<file path="config.mk">
export PLATFORM = sky130hd
export DESIGN_NAME = usb_phy_info_ctrl
export DESIGN_NICKNAME = d
export VERILOG_FILES = /design/src/rtl/usb_iface_mgr_pkg.sv /design/src/rtl/line_state_filter.sv /design/src/rtl/usb_phy_info_ctrl.sv
export VERILOG_INCLUDE_DIRS = /design/src /design/src/rtl
export SDC_FILE = /design/constraint.sdc
export NUM_CORES = 1
export LEC_CHECK = 0
export BUFFER_PORTS_ARGS = -buffer_cell sky130_fd_sc_hd__buf_4
export CAP_MARGIN = 20
export CORE_ASPECT_RATIO = 1.25
export CORE_MARGIN = 2
export CORE_UTILIZATION = 45
export CTS_CLUSTER_DIAMETER = 200
export CTS_CLUSTER_SIZE = 25
export DETAILED_ROUTE_END_ITERATION = 8
export MAX_ROUTING_LAYER = met4
export PLACE_DENSITY = 0.65
export SLEW_MARGIN = 5
export SYNTH_ARGS = -nofsm -noshare
export SYNTH_HDL_FRONTEND = slang
export SYNTH_HIERARCHICAL = 1
export SYNTH_SLANG_ARGS = --single-unit
</file>
<file path="constraint.sdc">
create_clock -name sys_clk -period 7.2 [get_ports sys_clk]
set_input_delay 0.72 -clock sys_clk [delete_from_list [all_inputs] [get_ports sys_clk]]
set_output_delay 0.72 -clock sys_clk [all_outputs]
set_load 0.05 [all_outputs]
</file>
<file path="src/rtl/usb_iface_mgr_regs.svh">
`ifndef USB_IFACE_MGR_REGS_SVH
`define USB_IFACE_MGR_REGS_SVH

// ****************************************
// register offsets
// ****************************************
`define OFS_LAST_PACKET_ID 8'h2C
`define OFS_LAST_ENDPOINT 8'h30
`define OFS_ENDPOINT_TAG_MASK 8'h34
`define OFS_OTG_FLAG_MASK 8'h38
`define OFS_POWER_SIGNALLING 8'h3C
`define OFS_TRANSCEIVER_CONTROL 8'h40
`define OFS_IRQ_STATUS 8'h44
`define OFS_IRQ_MASK 8'h48

// ****************************************
// field positions
// ****************************************
`define EP_VALID_BIT 4
`define PULLDOWN_OFF_BIT 18
`define CAUSE_RESET_BIT 13
`define CAUSE_RESUME_BIT 12
`define FILTER_LSB 8
`define FILTER_MSB 11
`define SUSPEND_EN_BIT 7
`define CONF_LSB 4
`define CONF_MSB 6
`define POWER_VALID_BIT 8
`define EP_TAG_OR 5'h10

// irq status bit positions
`define IRQ_PACKET 0
`define IRQ_RESET 1
`define IRQ_RESUME 2
`define IRQ_SUSPEND 3

// ****************************************
// reset values and timing
// ****************************************
`define RESET_WORD 32'h0000_0000
`define CTRL_WRITE_MASK 32'h0004_3FF0
`define SUSPEND_TIME_US 3000
`define CLK_MHZ 20
`define SUSPEND_CYCLES (`SUSPEND_TIME_US * `CLK_MHZ)

`endif

</file>
<file path="src/rtl/usb_iface_mgr_pkg.sv">
package usb_iface_mgr_pkg;

  typedef enum logic [1:0] {
    LINE_SE0 = 2'b00,
    LINE_J = 2'b01,
    LINE_K = 2'b10,
    LINE_SE1 = 2'b11
  } line_state_t;

  typedef struct packed {
    logic valid;
    logic isToken;
    logic [3:0] pid;
    logic [3:0] endpoint;
  } rx_packet_t;

  typedef struct packed {
    logic valid;
    logic [4:0] endpoint;
  } rx_tag_t;

  typedef enum logic [1:0] {
    PWR_ACTIVE = 2'b00,
    PWR_SUSPENDED = 2'b01,
    PWR_RESUMING = 2'b10
  } power_state_t;

endpackage : usb_iface_mgr_pkg

</file>
<file path="src/rtl/line_state_filter.sv">
module line_state_filter #(
  parameter int MAX_LOG2 = 15
) (
  input wire logic sys_clk,
  input wire logic rst_b,
  input wire logic [1:0] lineRaw,
  input wire logic [3:0] log2Clocks,
  output logic [1:0] lineFilt
);
  // ****************************************
  // change propagates after 2**log2Clocks stable clocks
  // ****************************************
  logic [1:0] candReg;
  logic [MAX_LOG2:0] cntReg;
  logic [MAX_LOG2:0] target;
  wire changed = (lineRaw != candReg);

  assign target = (MAX_LOG2 + 1)'(1) << log2Clocks;

  always_ff @(posedge sys_clk or negedge rst_b) begin
    if (!rst_b) begin
      candReg <= 2'h1;
      cntReg <= '0;
      lineFilt <= 2'h1;
    end else if (changed) begin
      candReg <= lineRaw;
      cntReg <= (MAX_LOG2 + 1)'(1);
    end else if (lineFilt != candReg) begin
      if (cntReg >= target) begin
        lineFilt <= candReg;
      end else begin
        cntReg <= cntReg + (MAX_LOG2 + 1)'(1);
      end
    end
  end
endmodule : line_state_filter

</file>
<file path="src/rtl/usb_phy_info_ctrl.sv">
`include "usb_iface_mgr_regs.svh"
module usb_phy_info_ctrl #(
  parameter int SUSPEND_CYCLES = `SUSPEND_CYCLES
) (
  input wire logic sys_clk,
  input wire logic rst_b,
  input wire logic psel,
  input wire logic penable,
  input wire logic pwrite,
  input wire logic [31:0] paddr,
  input wire logic [31:0] pwdata,
  output logic [31:0] prdata,
  output logic pready,
  output logic pslverr,
  input wire usb_iface_mgr_pkg::rx_packet_t rxPacket,
  input wire logic [1:0] lineStatePin,
  output usb_iface_mgr_pkg::rx_tag_t rxTag,
  output logic [1:0] lineStateFilt,
  output logic [2:0] transceiver_config_pins,
  output logic pulldownOff,
  output logic suspendMode,
  output logic irq
);
  // ****************************************
  // pin synchroniser
  // ****************************************
  logic [1:0] lineMetaReg;
  logic [1:0] lineSyncReg;
  logic [1:0] lineFilt;

  always_ff @(posedge sys_clk or negedge rst_b) begin
    if (!rst_b) begin
      lineMetaReg <= 2'h1;
      lineSyncReg <= 2'h1;
    end else begin
      lineMetaReg <= lineStatePin;
      lineSyncReg <= lineMetaReg;
    end
  end

  // ****************************************
  // register state
  // ****************************************
  logic [3:0] pidReg;
  logic [3:0] epReg;
  logic epValidReg;
  logic [15:0] tagMaskReg;
  logic [31:0] otgMaskReg;
  logic [8:0] powerReg;
  logic [31:0] ctrlReg;
  logic [3:0] irqStatReg;
  logic [3:0] irqMaskReg;

  line_state_filter u_filter (
    .sys_clk(sys_clk),
    .rst_b(rst_b),
    .lineRaw(lineSyncReg),
    .log2Clocks(ctrlReg[`FILTER_MSB:`FILTER_LSB]),
    .lineFilt(lineFilt)
  );

  // ****************************************
  // apb decode
  // ****************************************
  wire access = psel && penable;
  wire wrEn = access && pwrite;
  wire [7:0] ofs = paddr[7:0];
  wire inRange = (paddr[31:8] == 24'h000000) && (paddr[1:0] == 2'h0);
  wire hitPid = inRange && ofs == `OFS_LAST_PACKET_ID;
  wire hitEp = inRange && ofs == `OFS_LAST_ENDPOINT;
  wire hitTag = inRange && ofs == `OFS_ENDPOINT_TAG_MASK;
  wire hitOtg = inRange && ofs == `OFS_OTG_FLAG_MASK;
  wire hitPwr = inRange && ofs == `OFS_POWER_SIGNALLING;
  wire hitCtrl = inRange && ofs == `OFS_TRANSCEIVER_CONTROL;
  wire hitStat = inRange && ofs == `OFS_IRQ_STATUS;
  wire hitMask = inRange && ofs == `OFS_IRQ_MASK;
  wire mapped = hitPid | hitEp | hitTag | hitOtg | hitPwr | hitCtrl | hitStat | hitMask;

  logic [31:0] rdMux;
  always_comb begin
    rdMux = 32'h0000_0000;
    if (hitPid) begin
      rdMux = {28'h0000000, pidReg};
    end else if (hitEp) begin
      rdMux = {27'h0000000, epValidReg, epReg};
    end else if (hitTag) begin
      rdMux = {16'h0000, tagMaskReg};
    end else if (hitOtg) begin
      rdMux = otgMaskReg;
    end else if (hitPwr) begin
      rdMux = {23'h000000, powerReg};
    end else if (hitCtrl) begin
      rdMux = ctrlReg;
    end else if (hitStat) begin
      rdMux = {28'h0000000, irqStatReg};
    end else if (hitMask) begin
      rdMux = {28'h0000000, irqMaskReg};
    end
  end

  // ****************************************
  // packet capture
  // ****************************************
  wire pktIn = rxPacket.valid;
  wire tokIn = pktIn && rxPacket.isToken;

  always_ff @(posedge sys_clk or negedge rst_b) begin
    if (!rst_b) begin
      pidReg <= 4'h0;
      epReg <= 4'h0;
      epValidReg <= 1'b0;
    end else begin
      if (pktIn) begin
        pidReg <= rxPacket.pid;
      end
      if (tokIn) begin
        epReg <= rxPacket.endpoint;
        epValidReg <= 1'b1;
      end
    end
  end

  // tagged endpoint towards the receive port
  wire tagHit = tagMaskReg[rxPacket.endpoint];
  wire [4:0] tagEp = {1'b0, rxPacket.endpoint} | (tagHit ? `EP_TAG_OR : 5'h00);

  always_ff @(posedge sys_clk or negedge rst_b) begin
    if (!rst_b) begin
      rxTag <= '0;
    end else begin
      rxTag.valid <= tokIn;
      if (tokIn) begin
        rxTag.endpoint <= tagEp;
      end
    end
  end

  // ****************************************
  // suspend controller
  // ****************************************
  usb_iface_mgr_pkg::power_state_t pwrState;
  logic [31:0] idleCnt;
  wire suspendEn = ctrlReg[`SUSPEND_EN_BIT];
  wire lineIdle = (lineFilt == usb_iface_mgr_pkg::LINE_J);
  wire lineSe0 = (lineFilt == usb_iface_mgr_pkg::LINE_SE0);
  wire lineK = (lineFilt == usb_iface_mgr_pkg::LINE_K);
  wire goSuspend = suspendEn && pwrState == usb_iface_mgr_pkg::PWR_ACTIVE &&
                   idleCnt >= 32'(SUSPEND_CYCLES);
  wire wakeSe0 = pwrState == usb_iface_mgr_pkg::PWR_SUSPENDED && lineSe0;
  wire wakeK = pwrState == usb_iface_mgr_pkg::PWR_SUSPENDED && lineK;

  always_ff @(posedge sys_clk or negedge rst_b) begin
    if (!rst_b) begin
      pwrState <= usb_iface_mgr_pkg::PWR_ACTIVE;
      idleCnt <= 32'h0000_0000;
    end else begin
      case (pwrState)
        usb_iface_mgr_pkg::PWR_ACTIVE: begin
          if (!lineIdle || !suspendEn) begin
            idleCnt <= 32'h0000_0000;
          end else if (!goSuspend) begin
            idleCnt <= idleCnt + 32'h0000_0001;
          end
          if (goSuspend) begin
            pwrState <= usb_iface_mgr_pkg::PWR_SUSPENDED;
          end
        end
        usb_iface_mgr_pkg::PWR_SUSPENDED: begin
          if (wakeSe0 || wakeK) begin
            pwrState <= usb_iface_mgr_pkg::PWR_RESUMING;
          end else if (!suspendEn) begin
            pwrState <= usb_iface_mgr_pkg::PWR_ACTIVE;
          end
        end
        usb_iface_mgr_pkg::PWR_RESUMING: begin
          idleCnt <= 32'h0000_0000;
          pwrState <= usb_iface_mgr_pkg::PWR_ACTIVE;
        end
        default: begin
          pwrState <= usb_iface_mgr_pkg::PWR_ACTIVE;
        end
      endcase
    end
  end

  // ****************************************
  // register writes
  // ****************************************
  wire [31:0] ctrlWr = pwdata & `CTRL_WRITE_MASK;
  wire ctrlWrEn = wrEn && hitCtrl;
  // cause flags: hardware set wins over a software clear
  wire causeResetNext = wakeSe0 ||
       (ctrlWrEn ? pwdata[`CAUSE_RESET_BIT] : ctrlReg[`CAUSE_RESET_BIT]);
  wire causeResumeNext = wakeK ||
       (ctrlWrEn ? pwdata[`CAUSE_RESUME_BIT] : ctrlReg[`CAUSE_RESUME_BIT]);

  always_ff @(posedge sys_clk or negedge rst_b) begin
    if (!rst_b) begin
      tagMaskReg <= 16'h0000;
      otgMaskReg <= `RESET_WORD;
      powerReg <= 9'h000;
      irqMaskReg <= 4'h0;
      ctrlReg <= `RESET_WORD;
    end else begin
      if (wrEn && hitTag) begin
        tagMaskReg <= pwdata[15:0];
      end
      if (wrEn && hitOtg) begin
        otgMaskReg <= pwdata;
      end
      if (wrEn && hitPwr) begin
        powerReg <= pwdata[8:0];
      end
      if (wrEn && hitMask) begin
        irqMaskReg <= pwdata[3:0];
      end
      if (ctrlWrEn) begin
        ctrlReg <= ctrlWr;
      end
      ctrlReg[`CAUSE_RESET_BIT] <= causeResetNext;
      ctrlReg[`CAUSE_RESUME_BIT] <= causeResumeNext;
    end
  end

  // ****************************************
  // interrupt status
  // ****************************************
  logic [3:0] irqEvents;
  assign irqEvents = {goSuspend, wakeK, wakeSe0, pktIn};
  wire [3:0] irqClr = (wrEn && hitStat) ? pwdata[3:0] : 4'h0;

  always_ff @(posedge sys_clk or negedge rst_b) begin
    if (!rst_b) begin
      irqStatReg <= 4'h0;
      irq <= 1'b0;
    end else begin
      irqStatReg <= (irqStatReg & ~irqClr) | irqEvents;
      irq <= |(((irqStatReg & ~irqClr) | irqEvents) & irqMaskReg);
    end
  end

  // ****************************************
  // outputs and bus answer
  // ****************************************
  always_ff @(posedge sys_clk or negedge rst_b) begin
    if (!rst_b) begin
      prdata <= 32'h0000_0000;
      pready <= 1'b0;
      pslverr <= 1'b0;
      transceiver_config_pins <= 3'h0;
      pulldownOff <= 1'b0;
      suspendMode <= 1'b0;
      lineStateFilt <= 2'h1;
    end else begin
      pready <= psel && !pready;
      pslverr <= psel && !pready && !mapped;
      prdata <= (psel && !pready && !pwrite) ? rdMux : 32'h0000_0000;
      transceiver_config_pins <= ctrlReg[`CONF_MSB:`CONF_LSB];
      pulldownOff <= ctrlReg[`PULLDOWN_OFF_BIT];
      suspendMode <= (pwrState == usb_iface_mgr_pkg::PWR_SUSPENDED);
      lineStateFilt <= lineFilt;
    end
  end
endmodule : usb_phy_info_ctrl

</file>
-- Yosys cells after proc, flatten, opt, wreduce, memory -nomap -nowiden
Cells that the tools add are included.
- $lt $le $gt $ge: 3
- bitwise gates (word level): 13
- muxes and demuxes: 25
- equal/unequal tests: 18
- add/sub/neg operators: 2
- reduce and logical (&&, ||, !) cells: 45
- shifts and indexed selects: 1
- operator list (operator ; count):
    2-to-1 mux 32 bit ; 7
    one-hot mux 32 bit (2 select lines) ; 1
    2-to-1 mux 16 bit ; 3
    equality test 8 x 6 -> 1 bit (second input constant) ; 5
    2-to-1 mux 19 bit ; 2
    adder 32 x 1 -> 32 bit (second input constant) ; 1
    greater-or-equal comparator 32 x 16 -> 1 bit (second input constant) ; 1
    logical AND 1 bit ; 25
    equality test 8 x 7 -> 1 bit (second input constant) ; 3
    logical NOT 24 bit ; 1
    adder 16 x 1 -> 16 bit (second input constant) ; 1
    greater-or-equal comparator 16 bit ; 1
    left shift 1 x 4 -> 16 bit (first input constant) ; 1
    2-to-1 mux 4 bit ; 3
    bitwise AND 4 bit ; 2
    bitwise OR 1 bit ; 7
    logical NOT 2 bit ; 3
    2-to-1 mux 2 bit ; 3
    AND reduction 2 bit ; 3
    logical NOT 1 bit ; 5
    less-than comparator 4 x 5 -> 1 bit (second input constant) ; 1
    2-to-1 mux 5 bit ; 1
    bitwise OR 4 x 5 -> 5 bit ; 1
    binary-select mux 1 bit (select 4 bit) ; 1
    other kinds (16) ; 25
- output and inout bits: 48
- input port bits: 81
- flip-flop bits (word level): 191
- logic and storage cells: 134

-- Longest topological paths before layout
Gate-level depths: netlist of run 1.
- word-level depth: 12
- gate-level depth with buffers: 11
- depth with buffers taken out: 9

-- Modules after synthesis
Netlist of run 1, hierarchy kept.
- by module, submodules not included (module ; instances ; seq. area each (um2) ; area each (um2) ; cells an instance):
    usb_phy_info_ctrl ; 1 ; 4182.8 ; 7028.0 ; 562
    line_state_filter ; 1 ; 503.0 ; 1537.7 ; 178

-- Worst setup path after synthesis of run 1
No wires, ideal clock.
- path type: flip-flop to flip-flop
- from: register ctrlReg[8]
- to: register u_filter.cntReg[10]
- setup slack: 4.568 ns
- arrival time: 2.554 ns
- path buffers: 1
- setup time: 0.078 ns
- cell stages (with the launch flop): 11
- cells stage by stage: dfrtp_1 > nor2b_1 > nand2_1 > ha_1 > nor2b_1 > o211a_1 > o311ai_2 > nand4_2 > buf_6 > or4_1 > a21oi_1
- word-level cells in the longest chain between the ends: 4
- RTL lines (what ; line ; RTL):
    start, declared ; usb_phy_info_ctrl.sv:50 ; logic [31:0] ctrlReg;
    start signal, assigned ; usb_phy_info_ctrl.sv:203 ; ctrlReg <= `RESET_WORD;
    start signal, assigned ; usb_phy_info_ctrl.sv:218 ; ctrlReg <= ctrlWr;
    start signal, assigned by index ; usb_phy_info_ctrl.sv:220 ; ctrlReg[`CAUSE_RESET_BIT] <= causeResetNext;
    left shift 1 x 4 -> 16 bit ; line_state_filter.sv:18 ; assign target = (MAX_LOG2 + 1)'(1) << log2Clocks;
    greater-or-equal comparator 16 bit ; line_state_filter.sv:29 ; if (cntReg >= target) begin
    inequality test 2 x 1 -> 1 bit (no line) ; -- ;
    AND reduction 2 bit (no line) ; -- ;
    end signal, assigned ; line_state_filter.sv:27 ; cntReg <= (MAX_LOG2 + 1)'(1);
    end signal, assigned ; line_state_filter.sv:32 ; cntReg <= cntReg + (MAX_LOG2 + 1)'(1);
    end, declared ; line_state_filter.sv:14 ; logic [MAX_LOG2:0] cntReg;
No other way between the ends.
A chain may end at the register's enable or synchronous reset.

-- Worst setup path in the final report of run 1
- from: input paddr[15]
- to: register otgMaskReg[9]
- word-level cells in the longest chain between the ends: 4
- RTL lines (what ; line ; RTL):
    start, declared ; usb_phy_info_ctrl.sv:10 ; input wire logic [31:0] paddr,
    logical NOT 24 bit ; usb_phy_info_ctrl.sv:68 ; wire inRange = (paddr[31:8] == 24'h000000) && (paddr[1:0] == 2'h0);
    logical AND 1 bit ; usb_phy_info_ctrl.sv:68 ;
    logical AND 1 bit (no line) ; -- ;
    logical AND 1 bit ; usb_phy_info_ctrl.sv:208 ; if (wrEn && hitOtg) begin
    end signal, assigned ; usb_phy_info_ctrl.sv:200 ; otgMaskReg <= `RESET_WORD;
    end signal, assigned ; usb_phy_info_ctrl.sv:209 ; otgMaskReg <= pwdata;
    end, declared ; usb_phy_info_ctrl.sv:48 ; logic [31:0] otgMaskReg;
No other way between the ends.

==> flow_metrics.env, run 1 <==
export IMPL_syn_to_final_growth_pct=20.61
export IMPL_tightest_slew_ns=0.9969
export IMPL_rsz0062_at_grt="false"
export IMPL_place_hpwl_um=13620
export IMPL_min_path_type="register to register"
export IMPL_setup_worst_path_start_class="primary input"
export IMPL_power_w=0.002166
export IMPL_start_util=0.4579
export IMPL_status="finished, final reports clean"
export IMPL_numClockSinks=187
export IMPL_gr_total_overflow=0
export IMPL_tns_ns=0
export IMPL_drtIter0Drc=413
export IMPL_diodes=0
export IMPL_finalSetupViolCount=0
export IMPL_slew_viol_final=0
export IMPL_cts_repair_resized=0
export IMPL_cp_max_fo=32
export IMPL_fmax_mhz=305.1
export IMPL_io_pins=129
export IMPL_worstSkewPairLatency_ns=0.44
export IMPL_gp_congestion=0.9180
export IMPL_cp_required_ns=7.51
export IMPL_die_width_um=127.4
export IMPL_final_hold_violation_count=0
export IMPL_vias=6289
export IMPL_coreArea_um2=18710
export IMPL_fin_skew_ns=0.01599
export IMPL_synthArstFlopShare=1.000
export IMPL_ys_ff_latch=187
export IMPL_ant_nets=0
export IMPL_cts_tree="done"
export IMPL_grt_usage=0.2036
export IMPL_yosysSeqAreaShare=0.5470
export IMPL_leakagePower_nw=4.826
export IMPL_vdd_ir_drop_max_mv=0.1322
export IMPL_synthDominantCellAreaShare=0.5317
export IMPL_p_per_area_nw_per_um2=209.7
export IMPL_port_buffers=128
export IMPL_synth_area_per_cell_um2=11.58
export IMPL_synth_cell_types=65
export IMPL_drc_errors=0
export IMPL_numCtsBuffers=17
export IMPL_die_area_um2=20160
export IMPL_first_pass_iters=7
export IMPL_rows=56
export IMPL_routed_via_density=5.666
export IMPL_endpoint_kind="register"
export IMPL_synth_area_leaders="dfrtp_1 (53%), mux2_2 (11%), nand2_1 (3.0%), ha_1 (2.8%), and2_1 (2.6%)"
export IMPL_routedWlPerCell_um=17.41
export IMPL_clock_path_buffers=2
export IMPL_ys_dominant_reg_cell="dfrtp_1"
export IMPL_grt_pass1_vias=6153
export IMPL_antenna_found_initial=0
export IMPL_clkTransAtPathRegs_ns=0.07
export IMPL_syn_cell_area_um2=8566
export IMPL_dieHeight_um=158.3
export IMPL_fin_crit_sh=0.4552
export IMPL_final_layout_size_suffix_gt1_frac=0.3109
export IMPL_cts_root_buffer="clkbuf_16"
export IMPL_drv_cap=0
export IMPL_yosysWarnings=6
export IMPL_holdWs_ns=0.3521
export IMPL_grt_pass1_wl_um=31280
export IMPL_grt_max_degree=118
export IMPL_cp_data_arrival_time_ns=3.59
export IMPL_fin_util=0.5522
export IMPL_synth_edf_count=0
export IMPL_final_nets=965
export IMPL_postCtsSetupBuffers=0
export IMPL_syn_inst=740
export IMPL_max_slew_margin=0.3338
export IMPL_htreeDepth=4
export IMPL_critPathKind="primary input to register"
export IMPL_syn_num_nets=840
export IMPL_postCtsHoldBufs=0
export IMPL_synth_top_area_cell="dfrtp_1"
export IMPL_fin_crit_ns=3.278
export IMPL_nFillCells=1638
export IMPL_wirelength_um=19330
[metrics by stage]
step / instances / setup slack [ns] / cell area, um2
3_3_place_gp: 1078 / 3.515 / 9727
5_1_grt: 1110 / 3.643 / 10330
4_1_cts: 1110 / 3.917 / 10330
3_5_place_dp: 1078 / 3.477 / 9727
2_1_floorplan: 740 / 4.568 / 8566
6_report: 1110 / 3.922 / 10330
[placed cells by master (no fill, tap or decap), types with 16 or more instances in the layout]
cell type,count
nor2_1,39
ha_1,19
nor4_1,16
nand2_1,69
nand3_1,23
mux2_2,80
o21ai_0,32
clkbuf_16,17
dfrtp_1,182
and2_1,36
buf_4,131
a21oi_1,39
[final timing paths]
check | startpoint | slack, ns | to | depth (start not counted)
max in group asynchronous | rst_b | 5.36 | pidReg[2] | 2
setup reg to reg | ctrlReg[8] | 3.95 | u_filter/cntReg[4] | 9
hold reg to reg | lineMetaReg[1] | 0.35 | lineSyncReg[1] | 0
hold / removal | lineMetaReg[1] | 0.35 | lineSyncReg[1] | 0
setup / recovery | paddr[15] | 3.92 | otgMaskReg[9] | 7
min in group asynchronous | rst_b | 0.42 | u_filter/cntReg[12] | 1
[synth_stat cells (all sizes together), types with 9 or more instances]
master	n
nand2	70
and2	36
or4	9
nand3	23
or3	11
dfrtp	182
inv	10
nor4	17
o21ai	33
a21oi	39
nor2b	12
buf	9
nor2	42
clkbuf	17
mux2	82
o31ai	11
and3	10
ha	19
[final cells by class]
| class | instances | area, um2 | share of cell area |
|---|---|---|---|
| flip-flops and latches | 187 | 4686 | 0.4536 |
| clock inverters | 14 | 175.2 | 0.01696 |
| clock buffers | 18 | 429.2 | 0.04154 |
| well taps | 232 | 290.3 | 0.02810 |
| repair buffers | 132 | 997.2 | 0.09652 |
| multi-input cells | 516 | 3712 | 0.3593 |
| inverters | 11 | 41.29 | 0.003997 |
[sequential cells by signal, indices dropped and copies added, names as in the netlist, 4 cells and up]
signal and count:
prdata 32, idleCnt 32, powerReg 9, tagMaskReg 16, ctrlReg 11, u_filter/cntReg 16
pidReg 4, otgMaskReg 32, irqStatReg 4, irqMaskReg 4
[per-layer routing]
layer  up-vias  global-route usage  share of wire
li1       2958                   -              -
met1      3120              0.2503           0.42
met2       180              0.3412           0.51
met3        31             0.03831          0.050
met4         0             0.06803          0.018
met5         -                   -              0
[critical path, cell delays in order]
cell and delay (ns):
buf_4 0.11, nor4_1 0.29, nand4_1 0.28, nor2_2 0.72, nand2_2 0.22, nor2_4 0.81, mux2_2 0.42
[power by group]
group	leakage (nW)	internal [W]	switching, W	total [W]
logic	2.00	0.0000568	0.0000972	0.000154
clock network	0.292	0.000470	0.000461	0.000932
registers	2.54	0.00107	0.0000145	0.00108
total	4.83	0.00159	0.000573	0.00217
[logic make-up (layout without fill, tap and decap cells)]
group	Yosys count	after routing	share of synthesized area
xor+xnor	7	7	0.007158
buf+inv	37	175	0.02016
compound gates	136	136	0.1049
fa+ha+maj	19	19	0.02775
simple gates	260	260	0.1639
flops	187	187	0.5470
mux	94	94	0.1291
Note: power is estimated with default switching activity, not from simulation.
==> inputs of run 2 (changes only) <==
--- a/config.mk
+++ b/config.mk
@@ -6,6 +6,7 @@
 export SDC_FILE = /design/constraint.sdc
 export NUM_CORES = 1
 export LEC_CHECK = 0
+export ABC_AREA = 1
 export BUFFER_PORTS_ARGS = -buffer_cell sky130_fd_sc_hd__buf_4
 export CAP_MARGIN = 20
 export CORE_ASPECT_RATIO = 1.25
@@ -15,7 +16,7 @@
 export CTS_CLUSTER_SIZE = 25
 export DETAILED_ROUTE_END_ITERATION = 8
 export MAX_ROUTING_LAYER = met4
-export PLACE_DENSITY = 0.65
+export PLACE_DENSITY = 0.68
 export SLEW_MARGIN = 5
 export SYNTH_ARGS = -nofsm -noshare
 export SYNTH_HDL_FRONTEND = slang
==> constraint.sdc (replaced) <==
create_clock -name sys_clk -period 2.8 [get_ports sys_clk]
set_input_delay 0.28 -clock sys_clk [delete_from_list [all_inputs] [get_ports sys_clk]]
set_output_delay 0.28 -clock sys_clk [all_outputs]
set_load 0.05 [all_outputs]
==> run 2 against run 1 <==
Register-to-register slack worse by 3.5 ns. Clock skew down 0.0044 ns. Routed wire length up 13%. Largest cell class unchanged. Highest routed layer unchanged.
==> flow_metrics.env, run 2 <==
export IMPL_status="finished, final reports clean"
export IMPL_routed_via_density=5.023
export IMPL_postCtsSetupBuffers=0
export IMPL_synthSimpleGateAreaFrac=0.2720
export IMPL_vias=7635
export IMPL_cp_num_buf_inv=0
export IMPL_coreArea_um2=20100
export IMPL_p_seq_frac=0.475
export IMPL_synth_compound_area_frac=0.08185
export IMPL_yosysSeqAreaShare=0.5075
export IMPL_ys_dominant_reg_cell="dfrtp_1"
export IMPL_clkTransAtPathRegs_ns=0.08
export IMPL_syn_inst=1115
export IMPL_setup_worst_path_start_class="register"
export IMPL_crit_chain="nor4_1 -> ha_1 -> nand2_1 -> nor2_1 -> nor2_1 -> nand2_1 -> nand2_1 -> nand2_1 -> nand2_2 -> nand3_4 -> nand2_8 -> nand2_1 -> nand2_1"
export IMPL_ys_ff_latch=187
export IMPL_gr_total_overflow=0
export IMPL_cp_common_cell="nand2_1"
export IMPL_die_width_um=132.1
export IMPL_top_regs="idleCnt: 32 flops, otgMaskReg: 32 flops, prdata: 32 flops"
export IMPL_vdd_ir_drop_max_mv=0.4557
export IMPL_synth_top_family_by_area="simple AND/OR/NAND/NOR gates"
export IMPL_ant_nets=0
export IMPL_place_area_um2=10430
export IMPL_cts_tree="done"
export IMPL_p_sw_w=0.001760
export IMPL_wirelength_um=21830
export IMPL_synthMuxAreaShare=0.02439
export IMPL_synthXorXnorAreaFrac=0.01802
export IMPL_finalSetupViolCount=0
export IMPL_tns_ns=0
export IMPL_die_area_um2=21690
export IMPL_synth_top_area_cell="dfrtp_1"
export IMPL_critPathTopFamily="simple AND/OR/NAND/NOR gates"
export IMPL_fin_crit_ns=2.336
export IMPL_gp_congestion=0.9060
export IMPL_switching_share=0.2934
export IMPL_yosysMostFrequentCell="nand2_1"
export IMPL_final_nets=1337
export IMPL_synthArstFlopShare=1.000
export IMPL_numCtsBuffers=17
export IMPL_port_buffers=128
export IMPL_nFillCells=1872
export IMPL_slew_viol_final=0
export IMPL_worst_r2r_endpoint="u_filter/cntReg[9]"
export IMPL_cp_required_ns=3.17
export IMPL_clockPowerShare=0.412
export IMPL_cts_root_buffer="clkbuf_16"
export IMPL_cp_data_arrival_time_ns=2.71
export IMPL_critPathMaxStageDelay_ns=0.51
export IMPL_first_pass_iters=5
export IMPL_htreeDepth=4
export IMPL_min_path_cells=3
export IMPL_mostFrequentLayoutCell="nand2_1"
export IMPL_fin_skew_ns=0.01154
export IMPL_tightest_slew_ns=0.6381
export IMPL_rrSetupSlack_ns=0.46
export IMPL_clock_path_buffers=2
export IMPL_grt_pass1_wl_um=37320
export IMPL_p_per_area_nw_per_um2=541.3
export IMPL_grt_max_degree=56
export IMPL_reg2reg_depth=13
export IMPL_netlist_top_cells_count="nand2_1 (303), dfrtp_1 (182), nor2_1 (125)"
export IMPL_leakagePower_nw=5.419
export IMPL_holdWs_ns=0.03150
export IMPL_antenna_found_initial=0
export IMPL_hold_start="rxPacket[7]"
export IMPL_whs_endpoint="pidReg[3]"
export IMPL_place_hpwl_um=15910
export IMPL_numClockSinks=187
export IMPL_drc_errors=0
export IMPL_min_path_type="primary input to register"
export IMPL_worst_path_max_delay_cell="dfrtp_1"
export IMPL_synth_area_per_cell_um2=8.280
export IMPL_grt_pass1_vias=7489
export IMPL_final_cell_mix="nand2_1 (303), dfrtp_1 (182), buf_4 (137)"
export IMPL_synthDominantCellAreaShare=0.4933
export IMPL_rows=58
export IMPL_dp_cells=1485
export IMPL_final_hold_violation_count=0
export IMPL_critPathKind="register to register"
export IMPL_synth_area_leaders="dfrtp_1 (49%), nand2_1 (12%), o21ai_0 (5.1%), nor2_1 (5.1%), inv_1 (4.4%)"
export IMPL_io_pins=129
export IMPL_p_comb_frac=0.113
export IMPL_r2r_start="ctrlReg[10]"
export IMPL_max_slew_margin=0.5734
export IMPL_final_layout_size_suffix_gt1_frac=0.1736
export IMPL_drtIter0Drc=543
export IMPL_cp_max_fo=16
export IMPL_p_int_w=0.004239
export IMPL_grt_usage=0.2202
export IMPL_syn_to_final_growth_pct=20.04
export IMPL_synth_edf_count=0
export IMPL_endpoint_kind="register"
export IMPL_synth_fa_ha_area_frac=0.02575
export IMPL_rsz0062_at_grt="false"
export IMPL_syn_num_nets=1215
export IMPL_fin_crit_sh=0.8342
export IMPL_synth_cell_types=45
export IMPL_worstSkewPairLatency_ns=0.44
export IMPL_power_w=0.005999
export IMPL_design_area_um2=11080
export IMPL_fmax_mhz=428.1
export IMPL_final_cells=1520
export IMPL_syn_cell_area_um2=9233
export IMPL_dieHeight_um=164.1
export IMPL_routedWlPerCell_um=14.36
export IMPL_start_util=0.4593
export IMPL_yosysWarnings=6
export IMPL_drv_cap=0
export IMPL_diodes=0
-- run 2: cell count changes in the layout (fill, tap and decap cells not counted), moves of 15 or more --
cell | previous run | this run
o21ai_0 | 32 | 95
mux2_2 | 80 | 0
nand3_1 | 23 | 64
nand2_1 | 69 | 303
inv_1 | 10 | 109
a21oi_1 | 39 | 18
mux2_4 | 0 | 15
and2_1 | 36 | 0
nand4_1 | 7 | 36
nor2_1 | 39 | 125
-- run 2: how the worst max path moves through the flow --
stage	start	end	cells after the start
after floorplan	ctrlReg[11]	u_filter/cntReg[12]	15
after global placement	paddr[1]	prdata[18]	11
after detailed placement	paddr[1]	tagMaskReg[4]	11
after CTS	ctrlReg[10]	u_filter/cntReg[9]	13
after global routing	ctrlReg[11]	u_filter/cntReg[4]	14
final	ctrlReg[10]	u_filter/cntReg[9]	13
-- run 2: power groups by stage --
stage          clock (W)  sequential [W]  combinational [W]
2_1_floorplan          0         0.00297           0.000326
3_3_place_gp           0         0.00290           0.000669
3_5_place_dp           0         0.00290           0.000678
4_1_cts          0.00252         0.00285           0.000684
5_1_grt          0.00263         0.00286           0.000760
6_report         0.00247         0.00285           0.000675
-- run 2: layer usage --
metal | GRT usage | up-vias | part of all wire
met5 | - | - | 0
met4 | 0.07411 | 0 | 0.017
met3 | 0.03302 | 24 | 0.031
met2 | 0.3615 | 152 | 0.50
met1 | 0.2816 | 3602 | 0.45
li1 | - | 3857 | -
-- run 2: through the flow --
step | setup slack [ns] | util
6_report | 0.4641 | 0.5514
5_1_grt | 0.2599 | 0.5514
4_1_cts | 0.4154 | 0.5514
3_5_place_dp | 0.3478 | 0.5190
3_3_place_gp | 0.4780 | 0.5190
2_1_floorplan | 0.7451 | -
-- run 2: final cells by class --
type	instances	area (um2)	area share
clock buffers	17	425.4	0.03838
inverters	115	431.7	0.03895
multi-input cells	773	3896	0.3515
flip-flops and latches	187	4686	0.4228
clock inverters	15	193.9	0.01750
repair buffers	143	1112	0.1004
well taps	270	337.8	0.03048
-- run 2: logic make-up (layout without fill, tap and decap cells) --
kind of cell    Yosys count  in the layout
simple gates            578            578
flops                   187            187
buf+inv                 155            290
compound gates          142            142
fa+ha+maj                19             19
xor+xnor                 19             19
mux                      15             15
-- run 2: repair_timing --
item / in CTS / in global routing
hold buffers: 3 / 0
hold endpoints to repair: 52 / 0
resized for setup: 0 / 0
-- run 2: worst reg2reg max path, stage by stage (launching register included) --
cell and delay, ns:
dfrtp_1 0.51, nor4_1 0.44, ha_1 0.31, nand2_1 0.07, nor2_1 0.04, nor2_1 0.08, nand2_1 0.05, nand2_1 0.05
nand2_1 0.06, nand2_2 0.10, nand3_4 0.22, nand2_8 0.20, nand2_1 0.07, nand2_1 0.06
